--- src/include/otrtd_map.vh ---
// Command codes, field positions, defaults and limits of the overtemperature command block
`ifndef OTRTD_MAP_VH
`define OTRTD_MAP_VH

// ----------------------------------------------------------------
// Command codes
// ----------------------------------------------------------------
`define OTRTD_CMD_FAULT_THR     8'h4F
`define OTRTD_CMD_FAULT_ACT     8'h50
`define OTRTD_CMD_WARN_THR      8'h51
`define OTRTD_CMD_TON_WAIT      8'h60
`define OTRTD_CMD_VENDOR_CFG    8'hF5
`define OTRTD_CMD_STATUS_BYTE   8'h78
`define OTRTD_CMD_STATUS_TEMP   8'h7D
`define OTRTD_CMD_STATUS_COMM   8'h7E

// ----------------------------------------------------------------
// Field positions
// ----------------------------------------------------------------
`define OTRTD_ACT_IGNORE_BIT    7
`define OTRTD_ACT_RETRY_BIT     5
`define OTRTD_VCFG_OVERRIDE_BIT 4
`define OTRTD_SB_TEMP_BIT       2
`define OTRTD_SB_COMM_BIT       1
`define OTRTD_ST_FAULT_BIT      7
`define OTRTD_ST_WARN_BIT       6
`define OTRTD_SC_INVCMD_BIT     7
`define OTRTD_SC_INVDATA_BIT    6

// ----------------------------------------------------------------
// Defaults, limits, timing
// ----------------------------------------------------------------
`define OTRTD_ACT_RESET         8'h3F
`define OTRTD_WARN_RESET        11'h078
`define OTRTD_WARN_MIN          11'h064
`define OTRTD_WARN_MAX          11'h08C
`define OTRTD_WARN_OFFSET       11'h019
`define OTRTD_FAULT_RESET       11'h091
`define OTRTD_TON_RESET         7'h00
`define OTRTD_HYST_DEG          11'h014
`define OTRTD_RETRY_RISES       3'h7
`define OTRTD_MS_NS             1000000
`define OTRTD_CLK_NS            100
`define OTRTD_MS_CYCLES         (`OTRTD_MS_NS / `OTRTD_CLK_NS)

`endif

--- src/logic/otrtd_core.v ---
// Overtemperature response, warning threshold and turn-on wait command logic
// Summary of operation
// - Ignore bit 0: keep regulating, still set fault status and alert.
// - Ignore bit 1: shut output down, then follow retry setting.
// - Retry 000: no restart, output stays off until fault cleared.
// - Retry 111: restart by soft start endlessly until off or other fault.
// - Retry write other than 000/111 rejected; comm fault, invalid data, alert.
// - Only bits 7 and 5 of the action field are stored; bit 6 reads zero, bits 4:0 rebuilt from bit 5.
// - Bandgap overtemperature never ignored: shutdown, restart once cooled unless a fault with ignore bit 1 and retry 000 is also active.
// - Retry delay 000: no delay, only with retry 000, output stays off.
// - Retry delay 111: wait seven ramp periods before each restart.
// - Retry delay bits read back as copies of bit 5.
// - Retry and retry delay settings default to 111 after reset; restore loads the stored setting.
// - Temperature above warning threshold: status bits set, alert raised.
// - Warning flag holds until temperature is 20 degrees below threshold.
// - Warning write at or above fault threshold refused; comm fault, alert.
// - Override bit 4 of vendor config skips the warning limit check.
// - Restore sets warning to stored fault threshold minus 25, min 100.
// - Warning word exponent zero; mantissa default 120, range 100 to 140 (range not checked on write).
// - Turn-on wait in ms from start to ramp, default zero.
// - Loop slave: turn-on wait inaccessible, NACK, invalid command, alert.
// - Turn-on wait saved to storage on store-all command.
// - Overtemperature fault sets summary and temperature bits, raises alert.
// - Fault flag holds until temperature is 20 degrees below fault threshold.
`default_nettype none
`include "otrtd_map.vh"
module otrtd_core (
    input  wire        sys_clk,
    input  wire        rst_n,
    input  wire        cmd_wr,
    input  wire        cmd_rd,
    input  wire [7:0]  cmd_code,
    input  wire [15:0] cmd_wdata,
    output reg  [15:0] cmd_rdata,
    output reg         cmd_nack,
    input  wire        clear_faults,
    input  wire        store_all,
    input  wire        restore_all,
    input  wire        loop_slave,
    input  wire        start_req,
    input  wire        stop_req,
    input  wire [10:0] ext_temp,
    input  wire        bandgap_ot,
    input  wire [6:0]  ramp_time_ms,
    output reg         output_enable,
    output reg         ramp_start,
    output wire        alert_n
);
    // ----------------------------------------------------------------
    // Registers and synchronisers
    // ----------------------------------------------------------------
    reg        ignore_select_bit, retry_bit;
    reg [10:0] warning_threshold_value;
    reg [10:0] fault_threshold_value;
    reg [6:0]  turn_on_wait_time;
    reg [7:0]  vendor_config_reg;
    reg        warn_flag, fault_flag, bg_flag;
    reg        comm_fault_flag, inv_data_flag, invalid_command_flag;
    reg [10:0] temp_s1, temp_s2;
    reg        bg_s1, bg_s2;
    reg        restore_pend, nvm_wr;
    reg [1:0]  nvm_step, nvm_waddr, nvm_raddr;
    reg [10:0] nvm_wdata;
    wire [10:0] nvm_rdata;
    reg [2:0]  state, rise_cnt;
    reg [13:0] ms_cnt;
    reg [6:0]  ms_left;
    reg        ms_tick;

    localparam [2:0] ST_OFF   = 3'h0;
    localparam [2:0] ST_WAIT  = 3'h1;
    localparam [2:0] ST_ON    = 3'h2;
    localparam [2:0] ST_LATCH = 3'h3;
    localparam [2:0] ST_RETRY = 3'h4;
    localparam [31:0] MS_ALL  = `OTRTD_MS_CYCLES - 1;
    localparam [13:0] MS_LAST = MS_ALL[13:0];

    // Limit check shared by write path and flag clearing
    function above_by;
        input [10:0] a;
        input [10:0] b;
        begin
            above_by = (a > b);
        end
    endfunction

    wire wr_act   = cmd_wr && cmd_code == `OTRTD_CMD_FAULT_ACT;
    wire wr_warn  = cmd_wr && cmd_code == `OTRTD_CMD_WARN_THR;
    wire wr_fault = cmd_wr && cmd_code == `OTRTD_CMD_FAULT_THR;
    wire acc_ton  = (cmd_wr || cmd_rd) && cmd_code == `OTRTD_CMD_TON_WAIT;
    wire ton_blk  = acc_ton && loop_slave;
    wire rs_ok    = cmd_wdata[5:3] == 3'h0 || cmd_wdata[5:3] == 3'h7;
    wire bad_act  = wr_act && !rs_ok;
    wire warn_ok  = vendor_config_reg[`OTRTD_VCFG_OVERRIDE_BIT] ||
                    above_by(fault_threshold_value, cmd_wdata[10:0]);
    wire bad_warn = wr_warn && !warn_ok;
    wire bad_flt  = wr_fault && !above_by(cmd_wdata[10:0], warning_threshold_value);
    wire bad_data = bad_act || bad_warn || bad_flt;
    wire fault_hit = above_by(temp_s2, fault_threshold_value);
    wire fault_rel = !above_by(temp_s2 + `OTRTD_HYST_DEG, fault_threshold_value);
    wire warn_rel  = !above_by(temp_s2 + `OTRTD_HYST_DEG, warning_threshold_value);
    wire [10:0] warn_def = (fault_threshold_value - `OTRTD_WARN_OFFSET < `OTRTD_WARN_MIN) ?
                           `OTRTD_WARN_MIN : fault_threshold_value - `OTRTD_WARN_OFFSET;
    wire shut_cause = (fault_flag && ignore_select_bit) || bg_flag;
    wire warn_hit   = above_by(temp_s2, warning_threshold_value);
    wire [7:0] act_rst = `OTRTD_ACT_RESET;

    // ----------------------------------------------------------------
    // Storage image
    // ----------------------------------------------------------------
    otrtd_nvm u_nvm (
        .sys_clk (sys_clk),
        .wr_en   (nvm_wr),
        .wr_addr (nvm_waddr),
        .wr_data (nvm_wdata),
        .rd_addr (nvm_raddr),
        .rd_data (nvm_rdata)
    );

    // ----------------------------------------------------------------
    // Command registers, store and restore
    // ----------------------------------------------------------------
    always @(posedge sys_clk) begin
        temp_s1 <= ext_temp;
        temp_s2 <= temp_s1;
        bg_s1   <= bandgap_ot;
        bg_s2   <= bg_s1;
        nvm_wr  <= 1'b0;
        if (!rst_n) begin
            ignore_select_bit       <= act_rst[`OTRTD_ACT_IGNORE_BIT];
            retry_bit               <= act_rst[`OTRTD_ACT_RETRY_BIT];
            warning_threshold_value <= `OTRTD_WARN_RESET;
            fault_threshold_value   <= `OTRTD_FAULT_RESET;
            turn_on_wait_time       <= `OTRTD_TON_RESET;
            vendor_config_reg       <= 8'h00;
            // Image is blank until the first store, so reset takes built-in defaults
            restore_pend            <= 1'b0;
            nvm_step                <= 2'h0;
            nvm_raddr               <= 2'h0;
            nvm_waddr               <= 2'h0;
            nvm_wdata               <= 11'h000;
        end else if (store_all) begin
            nvm_step <= 2'h1;
            nvm_wr   <= 1'b1;
            nvm_waddr <= 2'h0;
            nvm_wdata <= {8'h00, ignore_select_bit, retry_bit, 1'b0};
        end else if (nvm_step != 2'h0 && !restore_pend) begin
            nvm_wr    <= 1'b1;
            nvm_waddr <= nvm_step;
            nvm_wdata <= (nvm_step == 2'h1) ? fault_threshold_value :
                         {4'h0, turn_on_wait_time};
            nvm_step  <= (nvm_step == 2'h2) ? 2'h0 : nvm_step + 2'h1;
        end else if (restore_all && !restore_pend) begin
            restore_pend <= 1'b1;
            nvm_step     <= 2'h0;
            nvm_raddr    <= 2'h0;
        end else if (restore_pend) begin
            // Read data lag one cycle behind the address
            nvm_step  <= nvm_step + 2'h1;
            nvm_raddr <= nvm_raddr + 2'h1;
            case (nvm_step)
                2'h1: begin
                    ignore_select_bit <= nvm_rdata[2];
                    retry_bit         <= nvm_rdata[1];
                end
                2'h2: fault_threshold_value <= nvm_rdata;
                2'h3: begin
                    turn_on_wait_time <= nvm_rdata[6:0];
                    warning_threshold_value <= warn_def;
                    restore_pend      <= 1'b0;
                    nvm_step          <= 2'h0;
                end
                default: ;
            endcase
        end else begin
            if (wr_act && rs_ok) begin
                ignore_select_bit <= cmd_wdata[`OTRTD_ACT_IGNORE_BIT];
                retry_bit         <= cmd_wdata[`OTRTD_ACT_RETRY_BIT];
            end
            if (wr_warn && warn_ok) begin
                warning_threshold_value <= cmd_wdata[10:0];
            end
            if (wr_fault && !bad_flt) begin
                fault_threshold_value <= cmd_wdata[10:0];
            end
            if (cmd_wr && cmd_code == `OTRTD_CMD_TON_WAIT && !loop_slave) begin
                turn_on_wait_time <= cmd_wdata[6:0];
            end
            if (cmd_wr && cmd_code == `OTRTD_CMD_VENDOR_CFG) begin
                vendor_config_reg <= cmd_wdata[7:0];
            end
        end
    end

    // ----------------------------------------------------------------
    // Status flags: set wins over clear
    // ----------------------------------------------------------------
    always @(posedge sys_clk) begin
        if (!rst_n) begin
            warn_flag            <= 1'b0;
            fault_flag           <= 1'b0;
            bg_flag              <= 1'b0;
            comm_fault_flag      <= 1'b0;
            inv_data_flag        <= 1'b0;
            invalid_command_flag <= 1'b0;
        end else begin
            // Warning and fault temperature flags release only by hysteresis, never by clear
            warn_flag            <= warn_hit || (warn_flag && !warn_rel);
            fault_flag           <= fault_hit || (fault_flag && !fault_rel);
            bg_flag              <= bg_s2 || (bg_flag && state != ST_RETRY && !clear_faults);
            comm_fault_flag      <= bad_data || ton_blk ||
                                    (comm_fault_flag && !clear_faults);
            inv_data_flag        <= bad_data || (inv_data_flag && !clear_faults);
            invalid_command_flag <= ton_blk || (invalid_command_flag && !clear_faults);
        end
    end

    assign alert_n = !(warn_flag || fault_flag || bg_flag || comm_fault_flag);

    // ----------------------------------------------------------------
    // Millisecond tick
    // ----------------------------------------------------------------
    always @(posedge sys_clk) begin
        if (!rst_n || state == ST_OFF || state == ST_ON || state == ST_LATCH) begin
            ms_cnt  <= 14'h0000;
            ms_tick <= 1'b0;
        end else begin
            ms_tick <= ms_cnt == MS_LAST;
            ms_cnt  <= (ms_cnt == MS_LAST) ? 14'h0000 : ms_cnt + 14'h0001;
        end
    end

    // ----------------------------------------------------------------
    // Output sequencer
    // ----------------------------------------------------------------
    always @(posedge sys_clk) begin
        ramp_start <= 1'b0;
        if (!rst_n) begin
            state         <= ST_OFF;
            output_enable <= 1'b0;
            ms_left       <= 7'h00;
            rise_cnt      <= 3'h0;
        end else begin
            case (state)
                ST_OFF: begin
                    if (start_req) begin
                        state   <= ST_WAIT;
                        ms_left <= turn_on_wait_time;
                    end
                end
                ST_WAIT: begin
                    if (stop_req) begin
                        state <= ST_OFF;
                    end else if (ms_left == 7'h00) begin
                        state         <= ST_ON;
                        output_enable <= 1'b1;
                        ramp_start    <= 1'b1;
                    end else if (ms_tick) begin
                        ms_left <= ms_left - 7'h01;
                    end
                end
                ST_ON: begin
                    if (stop_req) begin
                        state         <= ST_OFF;
                        output_enable <= 1'b0;
                    end else if (shut_cause) begin
                        output_enable <= 1'b0;
                        // Bandgap trip restarts whatever the retry bit, unless the retry bit is 0 and a fault with ignore bit 1 is also active
                        if (retry_bit || (bg_flag && !(fault_flag && ignore_select_bit))) begin
                            state    <= ST_RETRY;
                            rise_cnt <= `OTRTD_RETRY_RISES;
                            ms_left  <= ramp_time_ms;
                        end else begin
                            state <= ST_LATCH;
                        end
                    end
                end
                ST_LATCH: begin
                    if (clear_faults && !fault_hit) begin
                        state <= ST_OFF;
                    end
                end
                ST_RETRY: begin
                    if (stop_req) begin
                        state <= ST_OFF;
                    end else if (ms_left == 7'h00) begin
                        if (rise_cnt == 3'h1 || rise_cnt == 3'h0) begin
                            state         <= ST_ON;
                            output_enable <= 1'b1;
                            ramp_start    <= 1'b1;
                        end else begin
                            rise_cnt <= rise_cnt - 3'h1;
                            ms_left  <= ramp_time_ms;
                        end
                    end else if (ms_tick) begin
                        ms_left <= ms_left - 7'h01;
                    end
                end
                default: state <= ST_OFF;
            endcase
        end
    end

    // ----------------------------------------------------------------
    // Read path
    // ----------------------------------------------------------------
    always @(posedge sys_clk) begin
        if (!rst_n) begin
            cmd_rdata <= 16'h0000;
            cmd_nack  <= 1'b0;
        end else begin
            cmd_nack <= ton_blk;
            if (cmd_rd) begin
                case (cmd_code)
                    `OTRTD_CMD_FAULT_ACT:
                        cmd_rdata <= {8'h00, ignore_select_bit, 1'b0,
                                      {3{retry_bit}}, {3{retry_bit}}};
                    `OTRTD_CMD_WARN_THR:  cmd_rdata <= {5'h00, warning_threshold_value};
                    `OTRTD_CMD_FAULT_THR: cmd_rdata <= {5'h00, fault_threshold_value};
                    `OTRTD_CMD_TON_WAIT:
                        cmd_rdata <= loop_slave ? 16'h0000 : {9'h000, turn_on_wait_time};
                    `OTRTD_CMD_VENDOR_CFG: cmd_rdata <= {8'h00, vendor_config_reg};
                    `OTRTD_CMD_STATUS_BYTE:
                        cmd_rdata <= {8'h00, 5'h00, warn_flag || fault_flag || bg_flag,
                                      comm_fault_flag, 1'b0};
                    `OTRTD_CMD_STATUS_TEMP:
                        cmd_rdata <= {8'h00, fault_flag || bg_flag, warn_flag, 6'h00};
                    `OTRTD_CMD_STATUS_COMM:
                        cmd_rdata <= {8'h00, invalid_command_flag, inv_data_flag, 6'h00};
                    default: cmd_rdata <= 16'h0000;
                endcase
            end
        end
    end
endmodule // otrtd_core
`default_nettype wire

--- src/logic/otrtd_nvm.v ---
// Small nonvolatile backing store, register-read, for stored command defaults
`default_nettype none
module otrtd_nvm (
    input  wire        sys_clk,
    input  wire        wr_en,
    input  wire [1:0]  wr_addr,
    input  wire [10:0] wr_data,
    input  wire [1:0]  rd_addr,
    output reg  [10:0] rd_data
);
    // ----------------------------------------------------------------
    // Storage, no reset: contents survive resets as a stored image would
    // ----------------------------------------------------------------
    reg [10:0] mem [0:3];

    always @(posedge sys_clk) begin
        if (wr_en) begin
            mem[wr_addr] <= wr_data;
        end
        rd_data <= mem[rd_addr];
    end
endmodule // otrtd_nvm
`default_nettype wire

--- config.mk ---
export PLATFORM = sky130hd
export DESIGN_NAME = otrtd_core
export DESIGN_NICKNAME = d
export VERILOG_FILES = /design/src/logic/otrtd_core.v /design/src/logic/otrtd_nvm.v
export VERILOG_INCLUDE_DIRS = /design/src /design/src/include
export SDC_FILE = /design/constraint.sdc
export NUM_CORES = 1
export LEC_CHECK = 0
export ABC_AREA = 1
export BUFFER_PORTS_ARGS = -buffer_cell sky130_fd_sc_hd__buf_2
export CORE_MARGIN = 2
export CORE_UTILIZATION = 61
export CTS_CLUSTER_SIZE = 10
export DETAILED_ROUTE_END_ITERATION = 8
export HOLD_SLACK_MARGIN = 0.15
export PLACE_DENSITY = 0.81
export SLEW_MARGIN = 20
export SYNTH_ARGS = -nofsm -noshare
export SYNTH_HDL_FRONTEND = slang
export SYNTH_SLANG_ARGS = --single-unit
--- constraint.sdc ---
create_clock -name sys_clk -period 2.92 [get_ports sys_clk]
set_clock_uncertainty 0.1 [all_clocks]
set_input_delay 0.876 -clock sys_clk [delete_from_list [all_inputs] [get_ports sys_clk]]
set_output_delay 0.876 -clock sys_clk [all_outputs]
set_load 0.05 [all_outputs]
==> flow_summary.ini, run 1 <==
[placed_design]
hpwl_mm = 17.94
io_buffers = 62
pre_cts_slack_ns = 0.09213
gp_congestion = 0.9468
dp.cells = 1525

[routing]
vias = 8785
drt_pre_antenna_iters = 5
ant_nets = 0
routed_via_density = 5.642
route.met3.wl_mm = 2.142
met2WireLength_mm = 11.36
wl_met1_mm = 10.39
route.detailed.drc = 0
wl_per_cell_microns = 15.68
routed_wl_mm = 24.42
drtIter0Drc = 1018
highest_layer = met4

[run]
cap_violations = 0

[die]
coreArea_sq_mm = 0.01571
die_area_sq_mm = 0.01697
row_count = 46
start_util_pct = 61.90
fp.dieH_microns = 130.3
ios = 73
fp.dieW_microns = 130.3

[synthesis]
async_flop_share_pct = 0
synth-edff-count = 44
synth_fa_ha_area_share_pct = 9.391
syn_inst = 1257
synthSimpleGateAreaFrac_pct = 24.89
synth-xor-area-share_pct = 1.171
yosys.area.top_type = dfxtp_1
synth-seq-cells = 185
synth-compound-area-share_pct = 14.63
netlist.area_leader.share_pct = 29.02
synth_cell_types = 49
synth_top_family_by_area = simple AND/OR/NAND/NOR gates
ys_top_cells_by_area = dfxtp_1, edfxtp_1, nand2_1
yosysWarnings = 0
synth.avg_cell_area_sq_um = 7.737
synthFlopType = dfxtp_1
synth_area_sq_mm = 0.009726
synth_mux_area_share_pct = 0
yosysSeqAreaShare_pct = 42.61

[cells_and_area]
layout_common_cells = nand2_1, nor2_1, dfxtp_1
regArea_sq_mm = 0.004144
area_growth_pct = 11.82
final_common_cell = nand2_1
fill_cells = 1264
largest_reg_flops = 44
regMostFlops = u_nvm.mem
diodes = 0
layout.nets = 1454
stdcell_count = 1557
reg.largest.list = u_nvm.mem x44, ms_cnt x14
fin_util_pct = 69.21
drive_above_1_share_pct = 12.08
multi_input_area_sq_mm = 0.004890

[power_and_ir_drop]
comb_power_share_pct = 21.8
finalPower_mw = 6.673
clkPwrFrac_pct = 34.4
swShare_pct = 32.82
peakVddDrop_mv = 0.5191
p_int_mw = 4.483
power_frac_seq_pct = 43.7
leakage_nw = 4.851
switchingPower_mw = 2.190
p_per_area_mw_per_mm2 = 613.5

[grt]
grt_overflow = 0
grt_max_degree = 41
grt_usage_pct = 29.63
grt_pass1_wl_mm = 39.04
first_global_vias = 7925
antenna_found_initial = 0

[clock_tree]
clock_sinks = 185
path_clk_slew_ns = 0.07
clk_latency_ns = 0.44
cts_setup_buffers = 0
cts-root-buf = clkbuf_16
htreeDepth = 4
cts_buffer_depth = 2
cts_resized = 0
hold_buffers = 0
numCtsBuffers = 17
cts_tree = built

[timing]
layout_min_cycle_time_ns = 2.748
setup_viol_count_final = 0
slew_violations = 0
post-route-period-util_pct = 94.12
worst_slew_pin_slew_ns = 0.7373
rsz0062_at_grt = false
setup_ws_ns = 0.1717
max_freq_mhz = 363.9
slew-limit-headroom_pct = 50.78
final.setup.tns_ns = 0
final-hold-violation-count = 0

[worst_setup_path]
path_class = flip-flop to flip-flop
start_kind = flip-flop
cp.arrival_ns = 2.94
end_kind = flip-flop
worstPathMaxFanout = 5
crit_required_ns = 3.11

[min_path]
hp-class = flip-flop to flip-flop

[status]
outcome = finished, final reports clean
Yosys cell counts (all sizes together) (2+ instances only):
cell type and instances:
nor4 4, nor3 23, nand4 12, clkbuf 20, o2111ai 2, a21oi 103, and2 2, ha 73
clkinv 3, a31oi 8, o22ai 18, xnor2 4, nand3 70, inv 138, o21ai 87, edfxtp 44
o21bai 3, buf 13, o21a 3, a211oi 12, xor2 9, o211ai 8, nor2 160, dfxtp 141
nand2 289
through the flow:
stage	hold slack, ns	area [sq um]
5_1_grt	0.2311	10880
6_report	0.2277	10880
3_5_place_dp	0.2121	10290
2_1_floorplan	0.2096	9741
4_1_cts	0.2280	10880
3_3_place_gp	0.2104	10290
final cells by class:
class | count | share of cell area (%)
inverters | 141 | 4.867
clock inverters | 13 | 1.346
flip-flops and latches | 185 | 38.10
well taps | 216 | 2.485
clock buffers | 19 | 4.073
multi-input cells | 902 | 44.96
repair buffers | 81 | 4.165
power groups by stage:
stage / Sequential [mW] / Combinational, mW / Clock (mW)
final: 2.92 / 1.46 / 2.30
after floorplan: 2.95 / 1.06 / 0
after global routing: 2.93 / 1.65 / 2.41
after detailed placement: 2.97 / 1.42 / 0
after global placement: 2.96 / 1.38 / 0
after CTS: 2.91 / 1.43 / 2.32
cell families after synthesis:
logic type	Yosys count
AO/OA/AOI/OAI	248
XOR/XNOR	13
adder cells (fa/ha/maj)	73
buffers and inverters	174
flip-flops	185
other	1
AND/OR/NAND/NOR	563
worst max-delay path, cell delays in order, from the launching register on:
cell      delay, ns
dfxtp_1        0.42
ha_1           0.21
nor2_1         0.05
inv_1          0.15
nand3_1        0.13
nand3b_1       0.19
xnor2_1        0.22
ha_1           0.29
nand2_1        0.10
nor2_1         0.05
a211oi_1       0.39
nand3_1        0.15
nand3_1        0.09
a21oi_1        0.07
path summary, 6_finish.rpt:
| kind | startpoint | to | slack (ns) | cells past startpoint |
|---|---|---|---|---|
| worst max-delay path | temp_s2[2] | fault_flag | 0.17 | 13 |
| worst min-delay path | temp_s1[8] | temp_s2[8] | 0.23 | 0 |
| worst max register to register | temp_s2[2] | fault_flag | 0.17 | 13 |
| worst min register to register | temp_s1[8] | temp_s2[8] | 0.23 | 0 |
per-layer routing:
| layer | GRT usage (%) | vias to the layer above |
|---|---|---|
| met5 | 0 | - |
| met3 | 6.150 | 45 |
| met2 | 49.00 | 376 |
| li1 | - | 4321 |
| met4 | 9.298 | 0 |
| met1 | 39.22 | 4043 |
No activity file was read; power rests on OpenSTA's default activity.
==> inputs of run 2 (changes only) <==
BUFFER_PORTS_ARGS = -buffer_cell sky130_fd_sc_hd__buf_4   (was -buffer_cell sky130_fd_sc_hd__buf_2)
==> run 2 against run 1 <==
Effect of this change: first-iteration DRC count shrank 6.1%; sequential power is essentially flat; count of clock-buffer cells in the layout shrank 1; largest power group unchanged.
==> flow_summary.ini, run 2 (synthesized netlist as in run 1, its figures left out) <==
[cells_and_area]
final_common_cell = nand2_1
fin_area_sq_mm = 0.01101
layout_common_cells = nand2_1, nor2_1, dfxtp_1
regMostFlops = u_nvm.mem
reg.largest.list = u_nvm.mem x44, ms_cnt x14
largest_reg_flops = 44
layout.nets = 1455
fill_cells = 1268
drive_above_1_share_pct = 12.15
diodes = 0
area_growth_pct = 13.24
fin_util_pct = 70.09

[grt]
grt_max_degree = 41
grt_usage_pct = 29.82
first_global_vias = 8025
grt_pass1_wl_mm = 39.04
grt_overflow = 0
antenna_found_initial = 0

[worst_setup_path]
path_class = flip-flop to flip-flop
end_kind = flip-flop
start_kind = flip-flop
cp.arrival_ns = 2.85
crit_required_ns = 3.14
worstPathMaxFanout = 5

[clock_tree]
numCtsBuffers = 17
cts_buffer_depth = 2
htreeDepth = 4
cts_setup_buffers = 0
clock_sinks = 185
cts_resized = 0
path_clk_slew_ns = 0.07
cts_tree = built
clk_latency_ns = 0.44
hold_buffers = 0
cts-root-buf = clkbuf_16

[routing]
routed_via_density = 5.573
vias = 8683
route.detailed.drc = 0
drt_pre_antenna_iters = 6
wl_per_cell_microns = 15.71
ant_nets = 0
routed_wl_mm = 24.47
drtIter0Drc = 956

[timing]
worst_slew_pin_slew_ns = 0.7769
max_freq_mhz = 380.1
layout_min_cycle_time_ns = 2.631
post-route-period-util_pct = 90.09
holdWs_ns = 0.2286
final.setup.tns_ns = 0
final-hold-violation-count = 0
slew_violations = 0
setup_viol_count_final = 0
slew-limit-headroom_pct = 48.14
rsz0062_at_grt = false

[status]
outcome = finished, final reports clean

[run]
cap_violations = 0

[die]
start_util_pct = 61.90
fp.dieW_microns = 130.3
die_area_sq_mm = 0.01697
fp.dieH_microns = 130.3
row_count = 46
coreArea_sq_mm = 0.01571
ios = 73

[power_and_ir_drop]
p_per_area_mw_per_mm2 = 600.2
peakVddDrop_mv = 0.4478
leakage_nw = 4.885

[placed_design]
hpwl_mm = 18.28
placed_area_sq_mm = 0.01045
io_buffers = 62
gp_congestion = 0.9431

[min_path]
hp-class = flip-flop to flip-flop
## run 2: stage by stage
stage	setup WS (ns)	cells	total power, mW
after global routing	0.06754	1558	6.936
after CTS	0.2571	1558	6.597
final	0.2893	1558	6.610
after global placement	0.1289	1526	4.373
after detailed placement	0.1071	1526	4.416
after floorplan	0.5220	1261	4.012
## run 2: worst paths after layout
| kind | startpoint | end | slack, ns | cells after the start |
|---|---|---|---|---|
| setup reg to reg | temp_s2[2] | fault_flag | 0.29 | 13 |
| setup / recovery | temp_s2[2] | fault_flag | 0.29 | 13 |
| hold reg to reg | temp_s1[0] | temp_s2[0] | 0.23 | 0 |
| hold / removal | temp_s1[0] | temp_s2[0] | 0.23 | 0 |
## run 2: worst max-delay path: stages, from the launching register on
cell	delay [ns]
dfxtp_1	0.43
ha_1	0.20
nor2_1	0.04
inv_1	0.11
nand3_1	0.12
nand3b_1	0.19
xnor2_1	0.24
ha_1	0.29
nand2_1	0.09
nor2_1	0.05
a211oi_1	0.35
nand3_1	0.13
nand3_1	0.09
a21oi_1	0.06
## run 2: final cells by class
cell class	count	area [sq um]	area share (%)
Clock buffer	18	429.2	3.897
Clock inverter	14	132.6	1.204
Inverter	141	529.3	4.806
Multi-Input combinational cell	902	4892	44.42
Sequential cell	185	4144	37.63
Tap cell	216	270.3	2.454
Timing Repair Buffer	82	615.6	5.590
## run 2: per-layer routing
layer / vias up / GRT usage [%] / share of wire, %
met5: - / 0 / 0
met4: 0 / 11.70 / 2.6
met3: 55 / 5.453 / 7.9
met2: 357 / 48.29 / 46
met1: 3945 / 39.82 / 44
li1: 4326 / - / -
## run 2: power by group
part / internal [mW] / switching, mW
sequential: 2.78 / 0.132
combinational: 0.486 / 0.988
clock: 1.13 / 1.09
total: 4.40 / 2.21
